<file path="src/hw/uib_pkg.sv">
package uib_pkg;
  localparam int ADDR_W = 6;
  localparam int DATA_W = 32;
  localparam int REG_IDX_W = 4;
  localparam logic [3:0] IDX_RXDATA_LOW = 4'h0;
  localparam logic [3:0] IDX_RXDATA_HIGH = 4'h1;
  localparam logic [3:0] IDX_TXDATA_LOW = 4'h2;
  localparam logic [3:0] IDX_TXDATA_HIGH = 4'h3;
  localparam logic [3:0] IDX_STATUS = 4'h4;
  localparam logic [3:0] IDX_CTRL_IRQ = 4'h5;
  localparam logic [3:0] IDX_CTRL_ENABLE = 4'h6;
  localparam logic [3:0] IDX_CTRL_FRAME = 4'h7;
  localparam logic [3:0] IDX_BAUD = 4'h8;
  localparam logic [3:0] IDX_DEBUG = 4'hB;
  localparam logic [3:0] IDX_EVENT = 4'hC;
  localparam logic [3:0] IDX_TX_PULSE = 4'hD;
  localparam logic [3:0] IDX_RX_PULSE = 4'hE;
  localparam logic [7:0] RESET_BYTE = 8'h00;
  localparam logic [15:0] RESET_BAUD = 16'h0000;
  localparam int RXH_UNREAD = 7;
  localparam int RXH_OVERFLOW = 6;
  localparam int RXH_FRAME_ERR = 2;
  localparam int RXH_PARITY_ERR = 1;
  localparam int RXH_DATA9 = 0;
  localparam int ST_RX_UNREAD = 7;
  localparam int ST_TX_DONE = 6;
  localparam int ST_TX_EMPTY = 5;
  localparam int ST_RX_START = 4;
  localparam int ST_BAD_SYNC = 3;
  localparam int ST_BREAK = 1;
  localparam int ST_WAIT_BREAK = 0;
  localparam int CA_RX_IE = 7;
  localparam int CA_TXC_IE = 6;
  localparam int CA_DRE_IE = 5;
  localparam int CA_RXS_IE = 4;
  localparam int CA_ABE_IE = 2;
  localparam int CB_RX_EN = 7;
  localparam int CB_START_DET_EN = 4;
  localparam int EV_IR_ENABLE = 0;
  localparam int CC_MODE_HI = 7;
  localparam int CC_MODE_LO = 6;
  localparam int CC_PAR_HI = 5;
  localparam int CC_PAR_LO = 4;
  localparam int CC_SIZE_HI = 2;
  localparam int CC_SIZE_LO = 0;
  localparam logic [1:0] MODE_SPI_MASTER = 2'h3;
  localparam logic [1:0] PARITY_OFF = 2'h0;
  localparam logic [2:0] SIZE_NINE_LOW_FIRST = 3'h6;
  localparam logic [6:0] RX_PULSE_MASK = 7'h7F;
  localparam logic [1:0] RESP_OKAY = 2'h0;
  localparam logic [1:0] RESP_SLVERR = 2'h2;
  typedef logic [11:0] uib_entry_t;
endpackage : uib_pkg

</file>
<file path="src/hw/uib_uart_regs.sv">
// Our own choice: the AXI4-Lite slave port.
`timescale 1ns/1ps
`default_nettype none
module uib_uart_regs
  import uib_pkg::*;
(
  input wire logic sys_clk,
  input wire logic sys_rst,
  input wire logic [ADDR_W-1:0] s_axi_awaddr,
  input wire logic s_axi_awvalid,
  output logic s_axi_awready,
  input wire logic [DATA_W-1:0] s_axi_wdata,
  input wire logic [3:0] s_axi_wstrb,
  input wire logic s_axi_wvalid,
  output logic s_axi_wready,
  output logic [1:0] s_axi_bresp,
  output logic s_axi_bvalid,
  input wire logic s_axi_bready,
  input wire logic [ADDR_W-1:0] s_axi_araddr,
  input wire logic s_axi_arvalid,
  output logic s_axi_arready,
  output logic [DATA_W-1:0] s_axi_rdata,
  output logic [1:0] s_axi_rresp,
  output logic s_axi_rvalid,
  input wire logic s_axi_rready,
  input wire logic rx_pin,
  input wire logic ir_event_in,
  input wire logic rx_char_valid,
  input wire logic [8:0] rx_char_data,
  input wire logic rx_first_stop_bit,
  input wire logic rx_parity_bad,
  input wire logic rx_start_seen,
  input wire logic sync_error_seen,
  input wire logic break_seen,
  input wire logic tx_buffer_taken,
  input wire logic tx_frame_sent,
  output logic ir_rx_source_r,
  output logic [7:0] tx_data_r,
  output logic tx_data9_r,
  output logic tx_buffer_full_r,
  output logic wait_break_r,
  output logic [7:0] interrupt_enable_control_r,
  output logic [7:0] enable_and_rx_mode_control_r,
  output logic [7:0] frame_format_control_r,
  output logic [15:0] bit_rate_divisor_r,
  output logic [7:0] debug_run_control_r,
  output logic [7:0] ir_tx_pulse_length_r,
  output logic [6:0] ir_rx_pulse_length_r,
  output logic receive_complete_vector_r,
  output logic tx_buffer_empty_vector_r,
  output logic transmit_complete_vector_r
);

  logic [3:0] aw_idx_r;
  logic aw_have_r;
  logic [DATA_W-1:0] wdata_r;
  logic [3:0] wstrb_r;
  logic w_have_r;
  logic wr_go;
  logic rd_go;
  logic [3:0] ar_idx;
  logic [7:0] event_input_control_r;
  logic tx_done_flag_r;
  logic rx_start_flag_r;
  logic bad_sync_field_flag_r;
  logic break_flag_r;
  uib_entry_t fifo_r [0:1];
  logic rd_ptr_r;
  logic [1:0] count_r;
  uib_entry_t held_r;
  logic held_v_r;
  uib_entry_t head;
  uib_entry_t incoming;
  logic rx_unread_flag;
  logic tx_buffer_empty_flag;
  logic rx_enabled;
  logic spi_master;
  logic parity_on;
  logic nine_low_first;
  logic pop;
  logic push;
  logic [7:0] status_byte;
  logic [7:0] rx_high_byte;
  logic [7:0] rd_byte;
  logic [15:0] rd_word;
  logic rd_mapped;
  logic wr_mapped;

  assign wr_go = aw_have_r && w_have_r && !s_axi_bvalid;
  assign rd_go = s_axi_arvalid && s_axi_arready;
  assign ar_idx = s_axi_araddr[5:2];
  assign rx_enabled = enable_and_rx_mode_control_r[CB_RX_EN];
  assign spi_master = frame_format_control_r[CC_MODE_HI:CC_MODE_LO] == MODE_SPI_MASTER;
  assign parity_on = frame_format_control_r[CC_PAR_HI:CC_PAR_LO] != PARITY_OFF;
  assign nine_low_first =
    frame_format_control_r[CC_SIZE_HI:CC_SIZE_LO] == SIZE_NINE_LOW_FIRST;
  assign head = fifo_r[rd_ptr_r];
  assign rx_unread_flag = count_r != 2'h0;
  assign tx_buffer_empty_flag = !tx_buffer_full_r;

  // The buffer advances on the low byte read, or the high byte read in low-first mode.
  always_comb begin
    pop = 1'b0;
    if (rd_go && rx_unread_flag) begin
      if (nine_low_first) begin
        pop = ar_idx == IDX_RXDATA_HIGH;
      end else begin
        pop = ar_idx == IDX_RXDATA_LOW;
      end
    end
  end

  assign push = held_v_r && (count_r != 2'h2 || pop);

  // A finished character is tagged with its own frame and parity status.
  always_comb begin
    incoming = '0;
    incoming[8:0] = rx_char_data;
    incoming[9] = !rx_first_stop_bit && !spi_master;
    incoming[10] = rx_parity_bad && parity_on;
  end

  // Write address and data are caught in either order.
  always_ff @(posedge sys_clk or posedge sys_rst) begin
    if (sys_rst) begin
      aw_have_r <= 1'b0;
      aw_idx_r <= 4'h0;
      s_axi_awready <= 1'b1;
    end else if (s_axi_awvalid && s_axi_awready) begin
      aw_have_r <= 1'b1;
      aw_idx_r <= s_axi_awaddr[5:2];
      s_axi_awready <= 1'b0;
    end else if (s_axi_bvalid && s_axi_bready) begin
      aw_have_r <= 1'b0;
      s_axi_awready <= 1'b1;
    end
  end

  always_ff @(posedge sys_clk or posedge sys_rst) begin
    if (sys_rst) begin
      w_have_r <= 1'b0;
      wdata_r <= '0;
      wstrb_r <= 4'h0;
      s_axi_wready <= 1'b1;
    end else if (s_axi_wvalid && s_axi_wready) begin
      w_have_r <= 1'b1;
      wdata_r <= s_axi_wdata;
      wstrb_r <= s_axi_wstrb;
      s_axi_wready <= 1'b0;
    end else if (s_axi_bvalid && s_axi_bready) begin
      w_have_r <= 1'b0;
      s_axi_wready <= 1'b1;
    end
  end

  always_comb begin
    unique case (aw_idx_r)
      IDX_RXDATA_LOW, IDX_RXDATA_HIGH, IDX_TXDATA_LOW, IDX_TXDATA_HIGH, IDX_STATUS,
      IDX_CTRL_IRQ, IDX_CTRL_ENABLE, IDX_CTRL_FRAME, IDX_BAUD, IDX_DEBUG, IDX_EVENT,
      IDX_TX_PULSE, IDX_RX_PULSE: wr_mapped = 1'b1;
      default: wr_mapped = 1'b0;
    endcase
  end

  always_ff @(posedge sys_clk or posedge sys_rst) begin
    if (sys_rst) begin
      s_axi_bvalid <= 1'b0;
      s_axi_bresp <= RESP_OKAY;
    end else if (wr_go) begin
      s_axi_bvalid <= 1'b1;
      s_axi_bresp <= wr_mapped ? RESP_OKAY : RESP_SLVERR;
    end else if (s_axi_bready) begin
      s_axi_bvalid <= 1'b0;
    end
  end

  // Plain control registers written through byte lane 0, baud high byte through lane 1.
  always_ff @(posedge sys_clk or posedge sys_rst) begin
    if (sys_rst) begin
      interrupt_enable_control_r <= RESET_BYTE;
      enable_and_rx_mode_control_r <= RESET_BYTE;
      frame_format_control_r <= RESET_BYTE;
      bit_rate_divisor_r <= RESET_BAUD;
      debug_run_control_r <= RESET_BYTE;
      event_input_control_r <= RESET_BYTE;
      ir_tx_pulse_length_r <= RESET_BYTE;
      ir_rx_pulse_length_r <= RESET_BYTE[6:0];
    end else if (wr_go) begin
      if (wstrb_r[0]) begin
        unique case (aw_idx_r)
          IDX_CTRL_IRQ: interrupt_enable_control_r <= wdata_r[7:0];
          IDX_CTRL_ENABLE: enable_and_rx_mode_control_r <= wdata_r[7:0];
          IDX_CTRL_FRAME: frame_format_control_r <= wdata_r[7:0];
          IDX_BAUD: bit_rate_divisor_r[7:0] <= wdata_r[7:0];
          IDX_DEBUG: debug_run_control_r <= wdata_r[7:0];
          IDX_EVENT: event_input_control_r <= wdata_r[7:0];
          IDX_TX_PULSE: ir_tx_pulse_length_r <= wdata_r[7:0];
          IDX_RX_PULSE: ir_rx_pulse_length_r <= wdata_r[6:0] & RX_PULSE_MASK;
          default: ;
        endcase
      end
      if (wstrb_r[1] && aw_idx_r == IDX_BAUD) begin
        bit_rate_divisor_r[15:8] <= wdata_r[15:8];
      end
    end
  end

  // The IR receiver takes the event input only while it is enabled.
  always_ff @(posedge sys_clk or posedge sys_rst) begin
    if (sys_rst) begin
      ir_rx_source_r <= 1'b1;
    end else begin
      ir_rx_source_r <= event_input_control_r[EV_IR_ENABLE] ? ir_event_in : rx_pin;
    end
  end

  // Transmit buffer accepts a character only while it is empty.
  always_ff @(posedge sys_clk or posedge sys_rst) begin
    if (sys_rst) begin
      tx_buffer_full_r <= 1'b0;
      tx_data_r <= RESET_BYTE;
      tx_data9_r <= 1'b0;
    end else begin
      if (wr_go && wstrb_r[0] && aw_idx_r == IDX_TXDATA_LOW && tx_buffer_empty_flag) begin
        tx_buffer_full_r <= 1'b1;
        tx_data_r <= wdata_r[7:0];
      end else if (tx_buffer_taken) begin
        tx_buffer_full_r <= 1'b0;
      end
      if (wr_go && wstrb_r[0] && aw_idx_r == IDX_TXDATA_HIGH) begin
        tx_data9_r <= wdata_r[0];
      end
    end
  end

  // Sticky status flags set whatever the interrupt enables, start flag only with start detection on; a one written clears, a set wins.
  always_ff @(posedge sys_clk or posedge sys_rst) begin
    if (sys_rst) begin
      tx_done_flag_r <= 1'b0;
      rx_start_flag_r <= 1'b0;
      bad_sync_field_flag_r <= 1'b0;
      break_flag_r <= 1'b0;
      wait_break_r <= 1'b0;
    end else begin
      wait_break_r <= 1'b0;
      if (wr_go && wstrb_r[0] && aw_idx_r == IDX_STATUS) begin
        if (wdata_r[ST_TX_DONE]) tx_done_flag_r <= 1'b0;
        if (wdata_r[ST_RX_START]) rx_start_flag_r <= 1'b0;
        if (wdata_r[ST_BAD_SYNC]) bad_sync_field_flag_r <= 1'b0;
        if (wdata_r[ST_BREAK]) break_flag_r <= 1'b0;
        wait_break_r <= wdata_r[ST_WAIT_BREAK];
      end
      if (tx_frame_sent && !tx_buffer_full_r) begin
        tx_done_flag_r <= 1'b1;
      end
      if (rx_start_seen && enable_and_rx_mode_control_r[CB_START_DET_EN]) begin
        rx_start_flag_r <= 1'b1;
      end
      if (sync_error_seen) begin
        bad_sync_field_flag_r <= 1'b1;
      end
      if (break_seen) begin
        break_flag_r <= 1'b1;
      end
    end
  end

  // Two-entry receive buffer fed from a one-character waiting slot.
  always_ff @(posedge sys_clk or posedge sys_rst) begin
    if (sys_rst) begin
      fifo_r[0] <= '0;
      fifo_r[1] <= '0;
      rd_ptr_r <= 1'b0;
      count_r <= 2'h0;
      held_r <= '0;
      held_v_r <= 1'b0;
    end else if (!rx_enabled) begin
      rd_ptr_r <= 1'b0;
      count_r <= 2'h0;
      held_v_r <= 1'b0;
    end else begin
      if (push) begin
        fifo_r[rd_ptr_r ^ count_r[0] ^ (pop ? 1'b1 : 1'b0) ^ (pop ? 1'b1 : 1'b0)] <= held_r;
      end
      if (pop) begin
        rd_ptr_r <= !rd_ptr_r;
      end
      unique case ({push, pop})
        2'b10: count_r <= count_r + 2'h1;
        2'b01: count_r <= count_r - 2'h1;
        default: ;
      endcase
      if (rx_char_valid && (!held_v_r || push)) begin
        held_r <= incoming;
        held_v_r <= 1'b1;
      end else begin
        if (push) begin
          held_v_r <= 1'b0;
        end
        if (rx_start_seen && held_v_r && count_r == 2'h2 && !pop && !spi_master) begin
          held_r[11] <= 1'b1;
        end
      end
    end
  end

  always_comb begin
    status_byte = '0;
    status_byte[ST_RX_UNREAD] = rx_unread_flag;
    status_byte[ST_TX_DONE] = tx_done_flag_r;
    status_byte[ST_TX_EMPTY] = tx_buffer_empty_flag;
    status_byte[ST_RX_START] = rx_start_flag_r;
    status_byte[ST_BAD_SYNC] = bad_sync_field_flag_r;
    status_byte[ST_BREAK] = break_flag_r;
    rx_high_byte = '0;
    if (rx_unread_flag) begin
      rx_high_byte[RXH_UNREAD] = 1'b1;
      rx_high_byte[RXH_OVERFLOW] = head[11];
      rx_high_byte[RXH_FRAME_ERR] = head[9];
      rx_high_byte[RXH_PARITY_ERR] = head[10];
      rx_high_byte[RXH_DATA9] = head[8];
    end
  end

  always_comb begin
    rd_byte = '0;
    rd_word = '0;
    rd_mapped = 1'b1;
    unique case (ar_idx)
      IDX_RXDATA_LOW: rd_byte = rx_unread_flag ? head[7:0] : RESET_BYTE;
      IDX_RXDATA_HIGH: rd_byte = rx_high_byte;
      IDX_TXDATA_LOW: rd_byte = tx_data_r;
      IDX_TXDATA_HIGH: rd_byte = RESET_BYTE;
      IDX_STATUS: rd_byte = status_byte;
      IDX_CTRL_IRQ: rd_byte = interrupt_enable_control_r;
      IDX_CTRL_ENABLE: rd_byte = enable_and_rx_mode_control_r;
      IDX_CTRL_FRAME: rd_byte = frame_format_control_r;
      IDX_BAUD: rd_word = bit_rate_divisor_r;
      IDX_DEBUG: rd_byte = debug_run_control_r;
      IDX_EVENT: rd_byte = event_input_control_r;
      IDX_TX_PULSE: rd_byte = ir_tx_pulse_length_r;
      IDX_RX_PULSE: rd_byte = {1'b0, ir_rx_pulse_length_r};
      default: rd_mapped = 1'b0;
    endcase
    if (ar_idx != IDX_BAUD) begin
      rd_word = {8'h00, rd_byte};
    end
  end

  // One read at a time; the answer is registered one cycle after the address.
  always_ff @(posedge sys_clk or posedge sys_rst) begin
    if (sys_rst) begin
      s_axi_arready <= 1'b1;
      s_axi_rvalid <= 1'b0;
      s_axi_rdata <= '0;
      s_axi_rresp <= RESP_OKAY;
    end else if (rd_go) begin
      s_axi_arready <= 1'b0;
      s_axi_rvalid <= 1'b1;
      s_axi_rdata <= {16'h0000, rd_word};
      s_axi_rresp <= rd_mapped ? RESP_OKAY : RESP_SLVERR;
    end else if (s_axi_rvalid && s_axi_rready) begin
      s_axi_rvalid <= 1'b0;
      s_axi_arready <= 1'b1;
    end
  end

  // Interrupt lines are levels that follow enabled flags.
  always_ff @(posedge sys_clk or posedge sys_rst) begin
    if (sys_rst) begin
      receive_complete_vector_r <= 1'b0;
      tx_buffer_empty_vector_r <= 1'b0;
      transmit_complete_vector_r <= 1'b0;
    end else begin
      receive_complete_vector_r <=
        (rx_unread_flag && interrupt_enable_control_r[CA_RX_IE]) ||
        (rx_start_flag_r && interrupt_enable_control_r[CA_RXS_IE]) ||
        (bad_sync_field_flag_r && interrupt_enable_control_r[CA_ABE_IE]);
      tx_buffer_empty_vector_r <=
        tx_buffer_empty_flag && interrupt_enable_control_r[CA_DRE_IE];
      transmit_complete_vector_r <=
        tx_done_flag_r && interrupt_enable_control_r[CA_TXC_IE];
    end
  end

endmodule : uib_uart_regs
`default_nettype wire

</file>
<file path="config.mk">
export PLATFORM = sky130hd
export DESIGN_NAME = uib_uart_regs
export DESIGN_NICKNAME = d
export VERILOG_FILES = /design/src/hw/uib_pkg.sv /design/src/hw/uib_uart_regs.sv
export SDC_FILE = /design/constraint.sdc
export NUM_CORES = 1
export LEC_CHECK = 0
export ABC_AREA = 1
export BUFFER_PORTS_ARGS = -buffer_cell sky130_fd_sc_hd__buf_2
export CORE_UTILIZATION = 54
export DETAILED_ROUTE_END_ITERATION = 12
export PLACE_DENSITY = 0.91
export RECOVER_POWER = 50
export SLEW_MARGIN = 25
export SYNTH_ARGS = -nofsm -noshare
export SYNTH_HDL_FRONTEND = slang
export SYNTH_SLANG_ARGS = --single-unit
</file>
<file path="constraint.sdc">
create_clock -name sys_clk -period 6.9 [get_ports sys_clk]
set_input_delay 0.345 -clock sys_clk [delete_from_list [all_inputs] [get_ports sys_clk]]
set_output_delay 0.345 -clock sys_clk [all_outputs]
set_load 0.02 [all_outputs]
</file>
**Yosys cells after proc, flatten, opt, wreduce, memory -nomap -nowiden**

Memories as Yosys holds them, arrays and structs flattened.
Cells that the tools add are included.

- Memories: 1
- Output and inout port bits: 119
- Input bits: 74
- Logic and storage cells: 215
- Bits in read-only memories: 16
- Flip-flop bits (word level): 179

- Reduce and logical (&&, ||, !) cells: 75
- Add/subtract/negate cells: 2
- Bitwise operators: 5
- Magnitude comparators: 3
- Muxes and demuxes: 55
- Equal/unequal tests: 33

Memory list:

| name | depth | bits a word | rd ports | clocked after Yosys merged registers in | wr ports | line | source |
|---|---|---|---|---|---|---|---|
| (name not given) | 16 | 1 | 1 | 0 | 0 | uib_uart_regs.sv:157 | `unique case (aw_idx_r)` |

Operators by type and width:

| kind | count |
|---|---|
| $pmux W8 S11 | 1 |
| $mux W12 | 4 |
| $eq A4 B4 Y1 const B | 10 |
| $mux W1 | 39 |
| $eq A4 B3 Y1 const B | 8 |
| $mux W16 | 2 |
| $reduce_bool A2 Y1 | 16 |
| $logic_and A1 B1 Y1 | 30 |
| $bwmux W24 | 1 |
| $reduce_and A3 Y1 | 8 |
| $eq A4 B2 Y1 const B | 4 |
| $reduce_and A2 Y1 | 8 |
| $reduce_or A13 Y1 | 1 |
| $demux W12 S1 | 1 |
| $mux W2 | 4 |
| $mux W8 | 1 |
| $logic_not A1 Y1 | 7 |
| $eq A2 B2 Y1 const B | 3 |
| $ne A3 B1 Y1 const B | 2 |
| $eq A4 B1 Y1 const B | 1 |
| $ge A2 B2 Y1 const B | 2 |
| $logic_not A4 Y1 | 1 |
| $logic_or A1 B1 Y1 | 4 |
| $ne A4 B4 Y1 const B | 1 |
| 11 further kinds | 14 |

**Logic depth before layout (Yosys ltp)**

- Word-level depth: 12
- Mapped depth: 11
- Mapped depth without buffers: 10

**Worst setup path before layout**

OpenSTA, ideal clock, no wires.

- Kind: register to register
- Start: reg s_axi_arready
- End: reg fifo_r[11] (netlist name)
- Arrival time: 1.609 ns
- Cell stages (with the launch flop): 11
- Setup time: 0.117 ns
- Buffers on the path: 1
- Required time: 6.783 ns
- Setup slack: 5.173 ns
- Period minus slack after synthesis: 1.727 ns
- Cells stage by stage: dfstp_2 -> nand2_2 -> inv_4 -> nand2_4 -> clkinv_2 -> nand3_4 -> a21oi_4 -> nand3_4 -> buf_6 -> nand2_1 -> nand2_1

- Cells in the longest elaborated chain, start to end: 12
- Elaborated cells on any way between the ends: 16
- Those cells by class: order compare (2); mux (5); bitwise (3); reduce/logical (6)

RTL lines:

| what | line | source |
|---|---|---|
| from (decl) | uib_uart_regs.sv:21 | `output logic s_axi_arready,` |
| from (signal assigned) | uib_uart_regs.sv:353 | `s_axi_arready <= 1'b1;` |
| from (signal assigned) | uib_uart_regs.sv:358 | `s_axi_arready <= 1'b0;` |
| from (signal assigned) | uib_uart_regs.sv:364 | `s_axi_arready <= 1'b1;` |
| $logic_and A1 B1 Y1 * | uib_uart_regs.sv:90 | `assign rd_go = s_axi_arvalid && s_axi_arready;` |
| $logic_and A1 B1 Y1 * | uib_uart_regs.sv:104 | `if (rd_go && rx_unread_flag) begin` |
| $mux W1 * | uib_uart_regs.sv:104 |  |
| $mux W1 | uib_uart_regs.sv:283 | `fifo_r[rd_ptr_r ^ count_r[0] ^ (pop ? 1'b1 : 1'b0) ^ (pop ? 1'b1 : 1'b0)] <= held_r;` |
| $xor A1 B1 Y1 (2 in series) | uib_uart_regs.sv:283 |  |
| $not A1 Y2 | uib_uart_regs.sv:283 |  |
| $ge A2 B2 Y1 (implied by the code) or $lt A2 B1 Y1 (tied branches) | uib_uart_regs.sv:283 |  |
| $logic_and A1 B1 Y1 (implied by the code) | uib_uart_regs.sv:283 |  |
| $mux W12 | uib_uart_regs.sv:283 |  |
| $demux W12 S1 | uib_uart_regs.sv:283 |  |
| $bwmux W24 | uib_uart_regs.sv:283 |  |
| to (signal, indexed assignment) | uib_uart_regs.sv:283 |  |
| to (decl) | uib_uart_regs.sv:67 | `uib_entry_t fifo_r [0:1];` |

Every way passes the cells marked *; elsewhere a longest branch is shown, timed or not.
A chain may end at the register's enable or synchronous reset.

==> impl_metrics.csv <==
group,metric,value,unit
power_and_ir_drop,p_seq_frac,0.427,
routing,m1WireLength,8680,microns
clock_tree,post_cts_buffers,0,
placement,place_congestion,0.984,
timing,fmax,317,MHz
power_and_ir_drop,peakVddDrop,0.355,mV
floorplan,rows,43,
cells_and_area,nets,1139,
global_routing,grt.overflow.total,0,
logic_synthesis,syn_area,7960,sq um
logic_synthesis,muxShareOfSynthArea,0.0212,
cells_and_area,finish.utilization,0.650,
clock_tree,cts.clk_slew.worst_paths,70,ps
cells_and_area,diodes,0,
floorplan,die_w,123,microns
routing,num_vias,7161,
timing,maxSlewViolCount,101,
critical_path,crit_chain,"buf_2 -> clkinvlp_2",
timing,rsz0062_at_grt,"no",
routing,dr_wl_met2,9910,microns
logic_synthesis,synthCells,926,
logic_synthesis,yosys-top-cells-count,"nand2_1 (351), dfrtp_1 (173), nor2_1 (66)",
flow_run,drv_cap,1,
logic_synthesis,synth_simple_gate_area_frac,0.263,
routing,vias_per_cell,5.71,
power_and_ir_drop,leakagePower,4.60,nW
power_and_ir_drop,p_total,4.07,mW
routing,route.met3.wl,2240,microns
routing,ant_nets,0,
critical_path,reg2reg_depth,9,
routing,top_layer_used,"met4",
worst_hold_path,hold_path.class,"in2reg",
cells_and_area,num-fill-cells,1147,
power_and_ir_drop,p_int,2.38,mW
power_and_ir_drop,clockPowerShare,0.246,
floorplan,core_area,14100,sq um
worst_hold_path,min_path_cells,3,
power_and_ir_drop,power.net_switching,1.70,mW
logic_synthesis,synth_ff_type,"dfrtp_1",
critical_path,required,6690,ps
critical_path,start_kind,"input port",
global_routing,antenna_found_initial,0,
placement,port_buffers,152,
timing,finalClockSkew,9.84,ps
global_routing,grt_max_degree,101,
clock_tree,cts_buffer_depth,2,
critical_path,end_kind,"asynchronous set/reset pin",
timing,setup_tns,0,ps
outcome,violations,"max-capacitance violations, max-slew violations",
clock_tree,cts_resized,0,
logic_synthesis,synthAdderAreaFrac,0.00629,
global_routing,grtUsageTotal,0.300,
cells_and_area,drive_gt1_frac,0.116,
timing,finalCritPeriodShare,0.458,
floorplan,ios,193,
logic_synthesis,synth_top_family_by_area,"simple AND/OR/NAND/NOR gates",
floorplan,dieArea,15200,sq um
global_routing,grt_first_pass_wirelength,33800,microns
logic_synthesis,ys_ff_latch,177,
critical_path,crit_start,"sys_rst",
logic_synthesis,synth_area_leaders,"dfrtp_1 (54%), nand2_1 (17%), o21ai_1 (3.9%)",
logic_synthesis,synth-edff-count,0,
logic_synthesis,synthMostInstantiatedCell,"nand2_1",
critical_path,worstPathArrival,2940,ps
power_and_ir_drop,swShare,0.416,
logic_synthesis,synth_xor_area_frac,0.00204,
logic_synthesis,synth_top_cell_area_share,0.544,
cells_and_area,stdcell_area,9200,sq um
clock_tree,cts_hold_buf,0,
logic_synthesis,yosys.area.top_type,"dfrtp_1",
timing,timing.slew.headroom,-1.89,
clock_tree,clkLatencyLatePin,430,ps
clock_tree,cts.sinks,177,
critical_path,path_delay_family,"buffers and inverters",
logic_synthesis,synthArstFlopShare,1.00,
critical_path,reg2reg_from,"s_axi_arready",
critical_path,critical_path_class,"in2async",
timing,worstMarginPinSlew,4310,ps
power_and_ir_drop,power_density,443,nW/um^2
placement,hpwl,15000,microns
timing,hold_violations,0,
critical_path,timing.critical_path.buf_inv,2,
global_routing,first_global_vias,6623,
logic_synthesis,synth-compound-area-share,0.0832,
cells_and_area,syn2layout_area_growth,15.6,%
logic_synthesis,ys.warnings.count,0,
logic_synthesis,synth.distinct_cells,36,
critical_path,max_stage_delay,2380,ps
routing,drt-pass1-iter-count,5,
floorplan,initial_core_util,0.562,
power_and_ir_drop,combPwrFrac,0.327,
logic_synthesis,synth_area_per_cell,8.59,sq um
timing,setup_viol,0,
routing,wl_per_cell,17.4,microns
clock_tree,cts_tree,"built",
routing,first_iter_violations,739,
logic_synthesis,yosysSeqAreaShare,0.557,
routing,drc,0,
clock_tree,htree_levels,4,
timing,layout_min_cycle_time,3160,ps
worst_hold_path,holdCritStartpoint,"rx_char_data[1]",
clock_tree,cts_made_buffers,17,
critical_path,path_depth,2,
critical_path,slowest_stage,"clkinvlp_2",
clock_tree,cts_root_buf,"clkbuf_16",
critical_path,crit_path_max_fanout,100,
placement,dpl-instance-area,8700,sq um
routing,wl,21800,microns
floorplan,die_h,123,microns
outcome,status,"finished, violations left",
==> area by class of cell <==
type | instances | area (sq um) | area share
inverters | 51 | 209 | 0.0227
well taps | 180 | 225 | 0.0245
clock inverters | 12 | 156 | 0.0170
multi-input cells | 660 | 3050 | 0.332
clock buffers | 20 | 457 | 0.0497
flip-flops and latches | 177 | 4430 | 0.482
repair buffers | 154 | 662 | 0.0720
==> power groups by stage <==
stage          logic, mW  registers, mW  clock network, mW
4_1_cts             1.38           1.72               1.01
5_1_grt             1.46           1.78               1.05
3_5_place_dp        1.37           1.73                  0
2_1_floorplan      0.641           1.95                  0
3_3_place_gp        1.32           1.71                  0
6_report            1.33           1.74               1.00
==> layout by cell type (no fill, tap or decap), types with 3 or more instances in the layout <==
master / count
clkinv_4: 3
nand3_4: 3
nand4_1: 40
nor2_1: 66
nand2_2: 3
inv_1: 42
o31ai_1: 3
conb_1: 18
clkbuf_1: 95
nand2_4: 3
clkbuf_16: 17
a21oi_1: 23
bufinv_16: 3
clkinv_2: 4
o21ai_0: 33
o21ai_1: 62
mux2_2: 10
ha_1: 4
buf_2: 58
dfstp_1: 3
nor3_1: 4
inv_2: 5
nand2_1: 352
dfrtp_1: 173
nand3_1: 20
mux2_1: 5
==> metal layers <==
| metal | vias up | track usage |
|---|---|---|
| li1 | 3228 | - |
| met1 | 3390 | 0.389 |
| met2 | 466 | 0.458 |
| met3 | 77 | 0.0803 |
| met4 | 0 | 0.163 |
| met5 | - | 0 |
==> state kept, by name, indices dropped and copies added (netlist names), 2 cells and up <==
name,flops
aw_idx_r,4
bit_rate_divisor_r,16
count_r,2
debug_run_control_r,8
enable_and_rx_mode_control_r,8
event_input_control_r,8
fifo_r,24
frame_format_control_r,8
held_r,12
interrupt_enable_control_r,8
ir_rx_pulse_length_r,7
ir_tx_pulse_length_r,8
s_axi_rdata,16
tx_data_r,8
wdata_r,16
wstrb_r,2
==> cells by family after synthesis <==
kind of cell | after synthesis
XOR/XNOR | 1
other | 1
AO/OA/AOI/OAI | 126
AND/OR/NAND/NOR | 496
adder cells (fa/ha/maj) | 4
multiplexers | 15
flip-flops | 177
buffers and inverters | 106
==> worst paths after layout <==
path	slack, ps	endpoint
worst max-delay path	3740	wstrb_r[0]
worst min-delay path	100	held_r[1]
worst max register to register	3990	fifo_r[10]
worst min register to register	470	fifo_r[17]
max in group sys_clk	3990	fifo_r[10]
min in group asynchronous	1210	tx_buffer_empty_vector_r
==> per-stage QoR <==
step / worst slack, ps / std cells / hold slack (ps)
global placement: 4420 / 1222 / 455
CTS: 4270 / 1254 / 92.4
detailed placement: 4340 / 1222 / 459
global route: 3090 / 1254 / 115
finish: 3740 / 1254 / 102
floorplan: 1760 / 943 / 441
Note: power is estimated with default switching activity, not from simulation.
